$ cat src/include/mbf_pkg.sv
// Constants and types shared by the serial request framer
package mbf_pkg;

    // Clock and line rate
    localparam int MBF_CLK_HZ = 100_000_000;
    localparam int MBF_BAUD = 9600;
    localparam int MBF_BIT_CYCLES = MBF_CLK_HZ / MBF_BAUD;

    // Character layout: start + 8 data + 1 stop before options
    localparam int MBF_CHAR_BASE_BITS = 10;
    localparam int MBF_DATA_BITS = 8;

    // Silence limits in half character times (1.5 and 3.5 chars)
    localparam int MBF_GAP_INNER_HALVES = 3;
    localparam int MBF_GAP_FRAME_HALVES = 7;

    // Frame size limits in bytes
    localparam int MBF_FRAME_MIN = 4;
    localparam int MBF_FRAME_MAX = 256;

    // Check value arithmetic
    localparam logic [15:0] MBF_CRC_INIT = 16'hFFFF;
    localparam logic [15:0] MBF_CRC_POLY = 16'hA001;

    // Recognised function codes
    localparam logic [7:0] MBF_FN_RD_RELAY = 8'h01;
    localparam logic [7:0] MBF_FN_RD_INPUT = 8'h02;
    localparam logic [7:0] MBF_FN_RD_HOLD = 8'h03;
    localparam logic [7:0] MBF_FN_FORCE_RELAY = 8'h05;
    localparam logic [7:0] MBF_FN_PRESET_MULTI = 8'h10;

    // Parity selection on the cfg_parity port
    localparam logic [1:0] MBF_PAR_NONE = 2'h0;
    localparam logic [1:0] MBF_PAR_EVEN = 2'h1;
    localparam logic [1:0] MBF_PAR_ODD = 2'h2;

    // Request buffer entry: last flag above one data byte
    localparam int MBF_SKID_W = 9;

    // Frame-level sequencer, Gray along the usual path
    typedef enum logic [1:0] {
        MBF_LISTEN = 2'b00,
        MBF_DELIVER = 2'b01,
        MBF_WAIT_RSP = 2'b11,
        MBF_TX = 2'b10
    } mbf_state_t;

    // Reply byte phase, Gray along the usual path
    typedef enum logic [2:0] {
        MBF_PH_ADDR = 3'b000,
        MBF_PH_FUNC = 3'b001,
        MBF_PH_DATA = 3'b011,
        MBF_PH_CRCL = 3'b010,
        MBF_PH_CRCH = 3'b110,
        MBF_PH_DONE = 3'b111
    } mbf_phase_t;

endpackage

$ cat src/verilog/mbf_framer.sv
// Slave-side serial request framer with check value and reply sequencing
// Notes on behaviour
// Character: start bit, 8 data bits, optional even/odd parity, 1/2 stops
// Device never transmits unprompted, only in reply to a request
// Half duplex; no transmission while a query is being received
// Frame is address, function, data bytes, then 16-bit check value
// Address is the first byte, one byte wide, values 0 to 255
// Master selects the slave through the request address byte
// Reply carries the device's own configured address
// Good request answered with same function byte, user data, fresh check
// Any error in a received frame: discard it, send nothing
// Recognised function codes are 01, 02, 03, 05 and 16
// Read request data: start register then count, high byte first
// Check covers all bytes before it, data bits only
// Check accumulator starts at all ones before the first byte
// Per byte: XOR in, eight right shifts, polynomial after a one out
// Polynomial constant is A001 hex
// Check value sent low byte first, then high byte
// Receiver recomputes check and treats a mismatch as frame error
// 3.5 char silence ends a frame; inner gap over 1.5 chars spoils it
// Only frames addressed to the configured address are processed
module mbf_framer #(
    parameter int BIT_CYCLES = mbf_pkg::MBF_BIT_CYCLES
) (
    // Clock and reset
    input wire logic ref_clk,
    input wire logic nrst,
    // Configuration
    input wire logic [7:0] cfg_addr,
    input wire logic [1:0] cfg_parity,
    input wire logic cfg_two_stop,
    // Serial line
    input wire logic rxd,
    output logic txd,
    output logic tx_drive,
    // Accepted request stream: function byte then data bytes
    output logic req_valid,
    input wire logic req_ready,
    output logic [7:0] req_data,
    output logic req_last,
    // Reply data stream from the user
    input wire logic rsp_valid,
    output logic rsp_ready,
    input wire logic [7:0] rsp_data,
    input wire logic rsp_last,
    // Frame outcome pulses
    output logic frame_ok,
    output logic frame_err
);
    import mbf_pkg::*;

    localparam logic [15:0] BIT_M1 = 16'(BIT_CYCLES - 1);
    localparam logic [15:0] HALF_M1 = 16'(BIT_CYCLES / 2 - 1);

    // Check value step shared by receive and transmit
    function automatic logic [15:0] crc_byte(input logic [15:0] c_in,
                                             input logic [7:0] b);
        logic [15:0] c;
        c = c_in ^ {8'h00, b};
        for (int i = 0; i < MBF_DATA_BITS; i++) begin
            c = c[0] ? ((c >> 1) ^ MBF_CRC_POLY) : (c >> 1);
        end
        return c;
    endfunction

    // Character format and silence thresholds from configuration
    logic par_en;
    logic par_odd;
    logic [3:0] char_bits;
    logic [23:0] t15;
    logic [23:0] t35;
    assign par_en = (cfg_parity == MBF_PAR_EVEN) || (cfg_parity == MBF_PAR_ODD);
    assign par_odd = (cfg_parity == MBF_PAR_ODD);
    assign char_bits = 4'(MBF_CHAR_BASE_BITS) + {3'h0, par_en}
                       + {3'h0, cfg_two_stop};
    assign t15 = 24'(char_bits * MBF_GAP_INNER_HALVES * (BIT_CYCLES / 2));
    assign t35 = 24'(char_bits * MBF_GAP_FRAME_HALVES * (BIT_CYCLES / 2));

    // Receiver registers
    logic rx_busy;
    logic [15:0] rx_cnt;
    logic [3:0] rx_bitn;
    logic [7:0] rx_sh;
    logic rx_err;
    logic rx_stb;
    logic rx_tick;
    logic rx_is_data;
    logic rx_is_par;
    logic rx_is_stop;
    logic rx_bad_bit;
    logic rx_last;

    // Bit classification at the sample point
    assign rx_tick = rx_busy && (rx_cnt == 16'h0000);
    assign rx_is_data = (rx_bitn != 4'h0) && (rx_bitn <= 4'h8);
    assign rx_is_par = par_en && (rx_bitn == 4'h9);
    assign rx_is_stop = (rx_bitn > 4'h8) && !rx_is_par;
    assign rx_bad_bit = rx_is_par ? (rxd != (^rx_sh ^ par_odd))
                                  : (rx_is_stop && !rxd);
    assign rx_last = (rx_bitn == char_bits - 4'h1);

    // Receiver: samples mid-bit, a high start sample is a glitch
    always_ff @(posedge ref_clk or negedge nrst) begin
        if (!nrst) begin
            rx_busy <= 1'b0;
            rx_cnt <= 16'h0000;
            rx_bitn <= 4'h0;
            rx_sh <= 8'h00;
            rx_err <= 1'b0;
            rx_stb <= 1'b0;
        end else begin
            rx_stb <= rx_tick && rx_last;
            if (!rx_busy) begin
                if (!rxd) begin
                    rx_busy <= 1'b1;
                    rx_cnt <= HALF_M1;
                    rx_bitn <= 4'h0;
                    rx_err <= 1'b0;
                end
            end else if (!rx_tick) begin
                rx_cnt <= rx_cnt - 16'h0001;
            end else begin
                rx_cnt <= BIT_M1;
                rx_bitn <= rx_bitn + 4'h1;
                rx_err <= rx_err | rx_bad_bit;
                if (rx_is_data) begin
                    rx_sh <= {rxd, rx_sh[7:1]};
                end
                if ((rx_bitn == 4'h0 && rxd) || rx_last) begin
                    rx_busy <= 1'b0;
                end
            end
        end
    end

    // Frame assembly registers
    mbf_state_t state;
    mbf_state_t next_state;
    logic [7:0] frame_buf [0:MBF_FRAME_MAX-1];
    logic in_frame;
    logic f_skip;
    logic f_bad;
    logic [8:0] f_cnt;
    logic [23:0] gap_cnt;
    logic [15:0] crc_run;
    logic [15:0] crc_prev1;
    logic [15:0] crc_prev2;
    logic [7:0] last1;
    logic [7:0] last2;
    logic [7:0] rx_addr;
    logic [7:0] rx_func;
    logic eof;
    logic fn_known;
    logic f_sound;
    logic accept;
    logic [15:0] crc_start;

    // End of frame and evaluation of the finished frame
    assign eof = in_frame && !rx_busy && (gap_cnt >= t35);
    assign fn_known = (rx_func == MBF_FN_RD_RELAY)
                   || (rx_func == MBF_FN_RD_INPUT)
                   || (rx_func == MBF_FN_RD_HOLD)
                   || (rx_func == MBF_FN_FORCE_RELAY)
                   || (rx_func == MBF_FN_PRESET_MULTI);
    assign f_sound = !f_bad && (f_cnt >= 9'(MBF_FRAME_MIN))
                  && (crc_prev2 == {last1, last2});
    assign accept = eof && !f_skip && (state == MBF_LISTEN) && f_sound
                 && (rx_addr == cfg_addr) && fn_known;
    assign crc_start = in_frame ? crc_run : MBF_CRC_INIT;

    // Frame collection; a frame that starts while busy is skipped whole
    always_ff @(posedge ref_clk or negedge nrst) begin
        if (!nrst) begin
            in_frame <= 1'b0;
            f_skip <= 1'b0;
            f_bad <= 1'b0;
            f_cnt <= 9'h000;
            gap_cnt <= 24'h00_0000;
            crc_run <= MBF_CRC_INIT;
            crc_prev1 <= MBF_CRC_INIT;
            crc_prev2 <= MBF_CRC_INIT;
            last1 <= 8'h00;
            last2 <= 8'h00;
            rx_addr <= 8'h00;
            rx_func <= 8'h00;
        end else if (rx_stb) begin
            in_frame <= 1'b1;
            gap_cnt <= 24'h00_0000;
            crc_run <= crc_byte(crc_start, rx_sh);
            crc_prev1 <= crc_start;
            crc_prev2 <= crc_prev1;
            last1 <= rx_sh;
            last2 <= last1;
            if (!in_frame) begin
                f_skip <= (state != MBF_LISTEN);
                f_bad <= rx_err;
                f_cnt <= 9'h001;
                rx_addr <= rx_sh;
            end else begin
                // Over-long inner gap or overflow spoils the frame
                f_bad <= f_bad | rx_err | (gap_cnt > t15)
                       | (f_cnt == 9'(MBF_FRAME_MAX));
                f_cnt <= f_cnt + 9'h001;
                if (f_cnt == 9'h001) begin
                    rx_func <= rx_sh;
                end
            end
        end else begin
            if (!rx_busy && gap_cnt != 24'hFF_FFFF) begin
                gap_cnt <= gap_cnt + 24'h00_0001;
            end
            if (eof) begin
                in_frame <= 1'b0;
            end
        end
    end

    // Store bytes of the frame being listened to
    always_ff @(posedge ref_clk) begin
        if (rx_stb && f_cnt != 9'(MBF_FRAME_MAX)
            && (in_frame ? !f_skip : state == MBF_LISTEN)) begin
            frame_buf[in_frame ? f_cnt[7:0] : 8'h00] <= rx_sh;
        end
    end

    // Request delivery into the two-entry buffer
    logic [7:0] rd_idx;
    logic [7:0] last_idx;
    logic dlv_valid;
    logic dlv_ready;
    logic dlv_push;
    logic dlv_last;
    assign last_idx = f_cnt[7:0] - 8'h03;
    assign dlv_valid = (state == MBF_DELIVER);
    assign dlv_push = dlv_valid && dlv_ready;
    assign dlv_last = (rd_idx == last_idx);

    mbf_skid u_req_buf (
        .ref_clk(ref_clk),
        .nrst(nrst),
        .in_valid(dlv_valid),
        .in_ready(dlv_ready),
        .in_data({dlv_last, frame_buf[rd_idx]}),
        .out_valid(req_valid),
        .out_ready(req_ready),
        .out_data({req_last, req_data})
    );

    // Transmitter and reply sequencing
    mbf_phase_t phase;
    logic tx_busy;
    logic [15:0] tx_cnt;
    logic [3:0] tx_bitn;
    logic [11:0] tx_sh;
    logic [15:0] crc_tx;
    logic rsp_take;
    logic tx_load;
    logic [7:0] tx_byte;
    logic tx_fixed;
    logic tx_end;
    logic next_rsp_ready;

    assign rsp_take = rsp_valid && rsp_ready;
    assign tx_fixed = (phase == MBF_PH_ADDR) || (phase == MBF_PH_FUNC)
                   || (phase == MBF_PH_CRCL) || (phase == MBF_PH_CRCH);
    assign tx_load = (state == MBF_TX) && !tx_busy && (tx_fixed || rsp_take);
    assign tx_byte = (phase == MBF_PH_ADDR) ? cfg_addr
                   : (phase == MBF_PH_FUNC) ? rx_func
                   : (phase == MBF_PH_CRCL) ? crc_tx[7:0]
                   : (phase == MBF_PH_CRCH) ? crc_tx[15:8] : rsp_data;
    assign tx_end = (state == MBF_TX) && (phase == MBF_PH_DONE) && !tx_busy;
    assign next_rsp_ready = (state == MBF_TX) && (phase == MBF_PH_DATA)
                         && !tx_busy && !rsp_take;

    // Sequencer: reply only after an accepted request and a quiet line
    always_comb begin
        next_state = state;
        case (state)
            MBF_LISTEN: begin
                if (accept) begin
                    next_state = MBF_DELIVER;
                end
            end
            MBF_DELIVER: begin
                if (dlv_push && dlv_last) begin
                    next_state = MBF_WAIT_RSP;
                end
            end
            MBF_WAIT_RSP: begin
                if (!in_frame && !rx_busy) begin
                    next_state = MBF_TX;
                end
            end
            default: begin
                if (tx_end) begin
                    next_state = MBF_LISTEN;
                end
            end
        endcase
    end

    // Sequencer state, read index, reply phase and outcome pulses
    always_ff @(posedge ref_clk or negedge nrst) begin
        if (!nrst) begin
            state <= MBF_LISTEN;
            rd_idx <= 8'h01;
            phase <= MBF_PH_ADDR;
            crc_tx <= MBF_CRC_INIT;
            rsp_ready <= 1'b0;
            tx_drive <= 1'b0;
            frame_ok <= 1'b0;
            frame_err <= 1'b0;
        end else begin
            state <= next_state;
            rsp_ready <= next_rsp_ready;
            tx_drive <= (next_state == MBF_TX);
            frame_ok <= accept;
            // Spoiled frames vanish silently apart from this pulse
            frame_err <= eof && !f_skip && (state == MBF_LISTEN)
                      && !f_sound;
            if (state == MBF_LISTEN) begin
                rd_idx <= 8'h01;
                phase <= MBF_PH_ADDR;
                crc_tx <= MBF_CRC_INIT;
            end
            if (dlv_push && !dlv_last) begin
                rd_idx <= rd_idx + 8'h01;
            end
            if (tx_load) begin
                // Check value freezes once its own two bytes go out
                if (phase != MBF_PH_CRCL && phase != MBF_PH_CRCH) begin
                    crc_tx <= crc_byte(crc_tx, tx_byte);
                end
                case (phase)
                    MBF_PH_ADDR: phase <= MBF_PH_FUNC;
                    MBF_PH_FUNC: phase <= MBF_PH_DATA;
                    MBF_PH_DATA: phase <= rsp_last ? MBF_PH_CRCL : MBF_PH_DATA;
                    MBF_PH_CRCL: phase <= MBF_PH_CRCH;
                    default: phase <= MBF_PH_DONE;
                endcase
            end
        end
    end

    // Character shifter; the line idles high between characters
    always_ff @(posedge ref_clk or negedge nrst) begin
        if (!nrst) begin
            tx_busy <= 1'b0;
            tx_cnt <= 16'h0000;
            tx_bitn <= 4'h0;
            tx_sh <= 12'hFFF;
            txd <= 1'b1;
        end else if (tx_load) begin
            tx_busy <= 1'b1;
            tx_cnt <= BIT_M1;
            tx_bitn <= 4'h0;
            tx_sh <= {2'b11, par_en ? (^tx_byte ^ par_odd) : 1'b1,
                      tx_byte, 1'b0};
            txd <= 1'b0;
        end else if (tx_busy) begin
            if (tx_cnt != 16'h0000) begin
                tx_cnt <= tx_cnt - 16'h0001;
            end else if (tx_bitn == char_bits - 4'h1) begin
                tx_busy <= 1'b0;
            end else begin
                tx_cnt <= BIT_M1;
                tx_bitn <= tx_bitn + 4'h1;
                tx_sh <= {1'b1, tx_sh[11:1]};
                txd <= tx_sh[1];
            end
        end
    end

    // Checks on the design's own behaviour
    property p_no_tx_in_query;
        @(posedge ref_clk) disable iff (!nrst)
        $rose(tx_drive) |-> !in_frame && !rx_busy;
    endproperty
    a_no_tx_in_query: assert property (p_no_tx_in_query)
        else $error("reply started during a query");
    property p_tx_only_reply;
        @(posedge ref_clk) disable iff (!nrst)
        $rose(tx_drive) |-> $past(state) == MBF_WAIT_RSP;
    endproperty
    a_tx_only_reply: assert property (p_tx_only_reply)
        else $error("transmission without a request");
    property p_err_silent;
        @(posedge ref_clk) disable iff (!nrst)
        frame_err |-> state == MBF_LISTEN && !tx_drive;
    endproperty
    a_err_silent: assert property (p_err_silent)
        else $error("spoiled frame led to activity");
    property p_crc_seed;
        @(posedge ref_clk) disable iff (!nrst)
        (rx_stb && !in_frame && rx_sh == 8'h00) |=> crc_run == 16'h40BF;
    endproperty
    a_crc_seed: assert property (p_crc_seed)
        else $error("check value seed or step wrong");
    property p_crc_poly;
        @(posedge ref_clk) disable iff (!nrst)
        (rx_stb && !in_frame && rx_sh == 8'h01) |=> crc_run == 16'h807E;
    endproperty
    a_crc_poly: assert property (p_crc_poly)
        else $error("check value polynomial wrong");
    property p_own_addr;
        @(posedge ref_clk) disable iff (!nrst)
        (tx_load && phase == MBF_PH_ADDR) |=> !txd && tx_sh[8:1] == cfg_addr;
    endproperty
    a_own_addr: assert property (p_own_addr)
        else $error("reply address is not the configured one");
    property p_crc_low_first;
        @(posedge ref_clk) disable iff (!nrst)
        (tx_load && phase == MBF_PH_CRCL) |=> tx_sh[8:1] == $past(crc_tx[7:0]);
    endproperty
    a_crc_low_first: assert property (p_crc_low_first)
        else $error("check value low byte not sent first");
    property p_crc_high_second;
        @(posedge ref_clk) disable iff (!nrst)
        (tx_load && phase == MBF_PH_CRCH) |=>
            tx_sh[8:1] == $past(crc_tx[15:8]);
    endproperty
    a_crc_high_second: assert property (p_crc_high_second)
        else $error("check value high byte not sent second");
    property p_addr_match;
        @(posedge ref_clk) disable iff (!nrst)
        frame_ok |-> $past(rx_addr) == $past(cfg_addr) && $past(f_sound);
    endproperty
    a_addr_match: assert property (p_addr_match)
        else $error("frame accepted without match or sound check");
    property p_start_bit;
        @(posedge ref_clk) disable iff (!nrst)
        tx_load |=> !txd [*8];
    endproperty
    a_start_bit: assert property (p_start_bit)
        else $error("start bit not held low");
    c_accept: cover property (@(posedge ref_clk) disable iff (!nrst) frame_ok);
    c_reject: cover property (@(posedge ref_clk) disable iff (!nrst) frame_err);
    c_reply_done: cover property (@(posedge ref_clk) disable iff (!nrst)
        tx_end);

endmodule // mbf_framer

$ cat src/verilog/mbf_skid.sv
// Two-entry buffer with valid and ready on both sides
module mbf_skid (
    // Clock and reset
    input wire logic ref_clk,
    input wire logic nrst,
    // Filling side
    input wire logic in_valid,
    output logic in_ready,
    input wire logic [mbf_pkg::MBF_SKID_W-1:0] in_data,
    // Draining side
    output logic out_valid,
    input wire logic out_ready,
    output logic [mbf_pkg::MBF_SKID_W-1:0] out_data
);
    import mbf_pkg::*;

    logic tail_valid;
    logic [MBF_SKID_W-1:0] tail;
    logic push;
    logic pop;
    logic head_free;

    // Handshakes; the head slot frees when empty or being drained
    assign in_ready = !tail_valid;
    assign push = in_valid && in_ready;
    assign pop = out_valid && out_ready;
    assign head_free = !out_valid || pop;

    // Head feeds the port straight from a flop, tail absorbs a stall
    always_ff @(posedge ref_clk or negedge nrst) begin
        if (!nrst) begin
            out_valid <= 1'b0;
            out_data <= '0;
            tail_valid <= 1'b0;
            tail <= '0;
        end else if (head_free) begin
            if (tail_valid) begin
                out_data <= tail;
                out_valid <= 1'b1;
                tail_valid <= push;
                if (push) begin
                    tail <= in_data;
                end
            end else begin
                out_data <= in_data;
                out_valid <= push;
            end
        end else if (push) begin
            tail <= in_data;
            tail_valid <= 1'b1;
        end
    end

endmodule // mbf_skid
$ cat config.mk
export PLATFORM = sky130hd
export DESIGN_NAME = mbf_framer
export DESIGN_NICKNAME = d
export VERILOG_FILES = /design/src/include/mbf_pkg.sv /design/src/verilog/mbf_framer.sv /design/src/verilog/mbf_skid.sv
export SDC_FILE = /design/constraint.sdc
export NUM_CORES = 2
export LEC_CHECK = 0
export BUFFER_PORTS_ARGS = -buffer_cell sky130_fd_sc_hd__buf_2
export CAP_MARGIN = 20
export CORE_AREA = 4 4 516 518
export DETAILED_ROUTE_END_ITERATION = 6
export DIE_AREA = 0 0 520 522
export PLACE_DENSITY = 0.48
export SKIP_CTS_REPAIR_TIMING = 1
export SYNTH_ARGS = -nofsm -noshare
export SYNTH_HDL_FRONTEND = slang
export SYNTH_HIERARCHICAL = 1
export SYNTH_SLANG_ARGS = --single-unit
$ cat constraint.sdc
create_clock -name ref_clk -period 7.05 [get_ports ref_clk]
set_input_delay 1.0575 -clock ref_clk [delete_from_list [all_inputs] [get_ports ref_clk]]
set_output_delay 1.0575 -clock ref_clk [all_outputs]
set_load 0.03 [all_outputs]
==> impl_metrics.tcl <==
set metrics [dict create \
    outcome "completed" \
    drv_slew 0 \
    timing_worst_slew_pin_value_ns 1.25 \
    final_core_util_pct 39.6 \
    synth_area_leaders "sky130_fd_sc_hd__edfxtp_1 (67%), sky130_fd_sc_hd__mux4_2 (17%), sky130_fd_sc_hd__dfrtp_1 (4.3%), sky130_fd_sc_hd__dfstp_2 (2.0%), sky130_fd_sc_hd__nor2_1 (1.5%)" \
    finalWorstSetupSlack_ns 2.34 \
    post-synth-top-area-cell "sky130_fd_sc_hd__edfxtp_1" \
    synth.distinct_cells 78 \
    rsz0062_at_grt "false" \
    insertion_delay_ns 0.89 \
    gr-usage-met1_pct 24.3 \
    die_width_um 520 \
    synth.cells.most_frequent "sky130_fd_sc_hd__edfxtp_1 (2,048), sky130_fd_sc_hd__mux4_2 (680), sky130_fd_sc_hd__nor2_1 (377)" \
    globalRouteTotalUtil_pct 16.8 \
    synth.ff_latch_count 2274 \
    design.die.area_mm2 0.271 \
    cts.htree.levels 4 \
    max-slew-margin-rel_pct 16.7 \
    critical_path_class "reg -> reg" \
    drt-pass1-iter-count 5 \
    clkSinkCount 2274 \
    dr_total_vias 43500 \
    syn-mean-instance-area_um2 20.6 \
    cp.required_ns 7.80 \
    synth-seq-area-share_pct 73.6 \
    setup-tns-final_ns 0 \
    total_power_uw 27000 \
    number_of_synthesized_flops_with_an_enable_pin 2048 \
    place_ws_ns 2.20 \
    min-delay-path-class "in -> async" \
    cts_max_path_buffers 3 \
    cts.clk_slew.worst_paths_ns 0.07 \
    r2r_setup_slack_ns 2.34 \
    synth_top_cell_area_share_pct 67.3 \
    antenna_left 0 \
    use_met2_pct 26.6 \
    fp.dieH_um 522 \
    cts_tree "yes" \
    worst_setup_path_end_kind "flip-flop" \
    instance_count_of_the_mapped_netlist 4431 \
    placed_cells 7819 \
    route.detailed.wl_per_inst_um 27.6 \
    timing.max_cap.violations 0 \
    final_layout_size_suffix_gt1_share_pct 28.2 \
    vdd_ir_drop_max_mv 0.220 \
    nNetsFinal 4622 \
    detail_route.wirelength_mm 228 \
    arrival_ns 5.46 \
    drc 0 \
    grt_util_met3_pct 2.65 \
    async_reset_ff_share_pct 9.94 \
    ioPinCount 40 \
    grt_pass1_vias 44900 \
    detail_route.iter0.violations 3841 \
    cts_root_buf "sky130_fd_sc_hd__clkbuf_16" \
    area.growth.synth_to_final_pct 13.5 \
    power_density_mw_per_mm2 261 \
    critPathMaxFanout 62 \
    critical_path.startpoint_type "flip-flop" \
    vias_per_cell 5.26 \
    busiest_layer "met2" \
    grt_start_max_net_pins 211 \
    final-setup-viol-count 0 \
    synth_warnings 6 \
    port-buffer-count 39 \
    floorplan.rows 188 \
    antenna_violations_before_repair 13 \
    final_period_minus_worst_setup_slack_ns 4.71 \
    postSynth.topFlopCell "sky130_fd_sc_hd__edfxtp_1" \
    maxClockFrequency_ghz 0.212 \
    clock-skew-final_ns 0.0443 \
    grt_pass1_wl_mm 334 \
    report.final.hold_viol_count 0 \
    overflow 0 \
    cts-buffers-inserted 239 \
    fin_crit_sh_pct 66.8 \
    finalNonFillerCells 8271 \
    standard_cell_core_area_mm2 0.262 \
    synth.most_common_cell "sky130_fd_sc_hd__edfxtp_1" \
    netlist_area_mm2 0.0913 \
    initial_utilization_pct 34.9 \
    leakagePower_uw 0.0279 \
    globalplace.congestion 0.756 \
    detailed_place_hpwl_mm 136 \
]
## through the flow
step                hold WS (ns)  area (um2)
finish                     0.184      104000
global route               0.182      104000
CTS                        0.135      104000
detailed placement         0.482       95900
global placement           0.477       95900
floorplan                  0.455       91300
## worst paths after layout
check,from,endpoint,depth (start not counted)
setup / recovery,rd_idx[0],u_req_buf/out_data[2],7
hold / removal,nrst,u_req_buf/out_data[8],1
setup reg to reg,rd_idx[0],u_req_buf/out_data[2],7
hold reg to reg,crc_run[12],crc_run[12],2
max in group asynchronous,nrst,rx_sh[1],2
min in group ref_clk,crc_run[12],crc_run[12],2
## layer usage
layer | vias to the layer above | part of all wire, %
met1 | 23800 | 45
met3 | 281 | 5.1
met4 | 0 | 1.9
met2 | 1046 | 48
li1 | 18400 | -
met5 | - | 0
## power by group
part | internal [uW] | switching [uW]
logic | 52.5 | 109
registers | 14500 | 6.25
clock network | 7030 | 5310
## kinds of logic after synthesis
family                   Yosys count  share of synthesized area (%)
multiplexers                     778                           18.1
flip-flops                      2274                           73.6
XOR/XNOR                         152                           1.50
buffers and inverters            285                           1.28
AO/OA/AOI/OAI                    226                           1.59
other                              2                        0.00822
AND/OR/NAND/NOR                  666                           3.26
adder cells (fa/ha/maj)           48                          0.658
## flip-flops by register name, summed over array words and instances (netlist names), 10 cells and up
register	cells
frame_buf	2048
gap_cnt	24
crc_prev2	16
crc_run	16
crc_tx	16
rx_cnt	16
tx_cnt	16
crc_prev1	11
tx_sh	10
## cell type report
class                           count  area (um2)
Sequential cell                  2274       67300
Antenna cell                        5        12.5
Clock inverter                    118        1110
Timing Repair Buffer              126        1180
Multi-Input combinational cell   1873       23000
Fill cell                       23400      158000
Clock buffer                      325        6570
Tap cell                         3515        4400
Inverter                           35         131
## cells in the final DEF, fill, tap and decap left out, drive strengths merged, types with 55 or more instances in the layout
master / Yosys / routed
mux4: 680 / 680
nor2: 377 / 377
clkinv: 1 / 90
clkbuf: 171 / 325
buf: 79 / 126
dfrtp: 156 / 156
edfxtp: 2048 / 2048
mux2: 91 / 91
xnor2: 76 / 76
a21oi: 68 / 68
dfstp: 70 / 70
xor2: 73 / 73
nand2: 114 / 114
o21ai: 55 / 55
## critical path, cell delays in order (launching register included)
cell and delay [ns]:
sky130_fd_sc_hd__dfstp_4 1.06, sky130_fd_sc_hd__buf_12 0.47, sky130_fd_sc_hd__mux4_2 0.63, sky130_fd_sc_hd__mux4_2 0.56
sky130_fd_sc_hd__mux4_2 0.64, sky130_fd_sc_hd__mux4_2 0.52, sky130_fd_sc_hd__mux2_4 0.28, sky130_fd_sc_hd__mux2_4 0.25
Power figures use the tool's default switching activity.
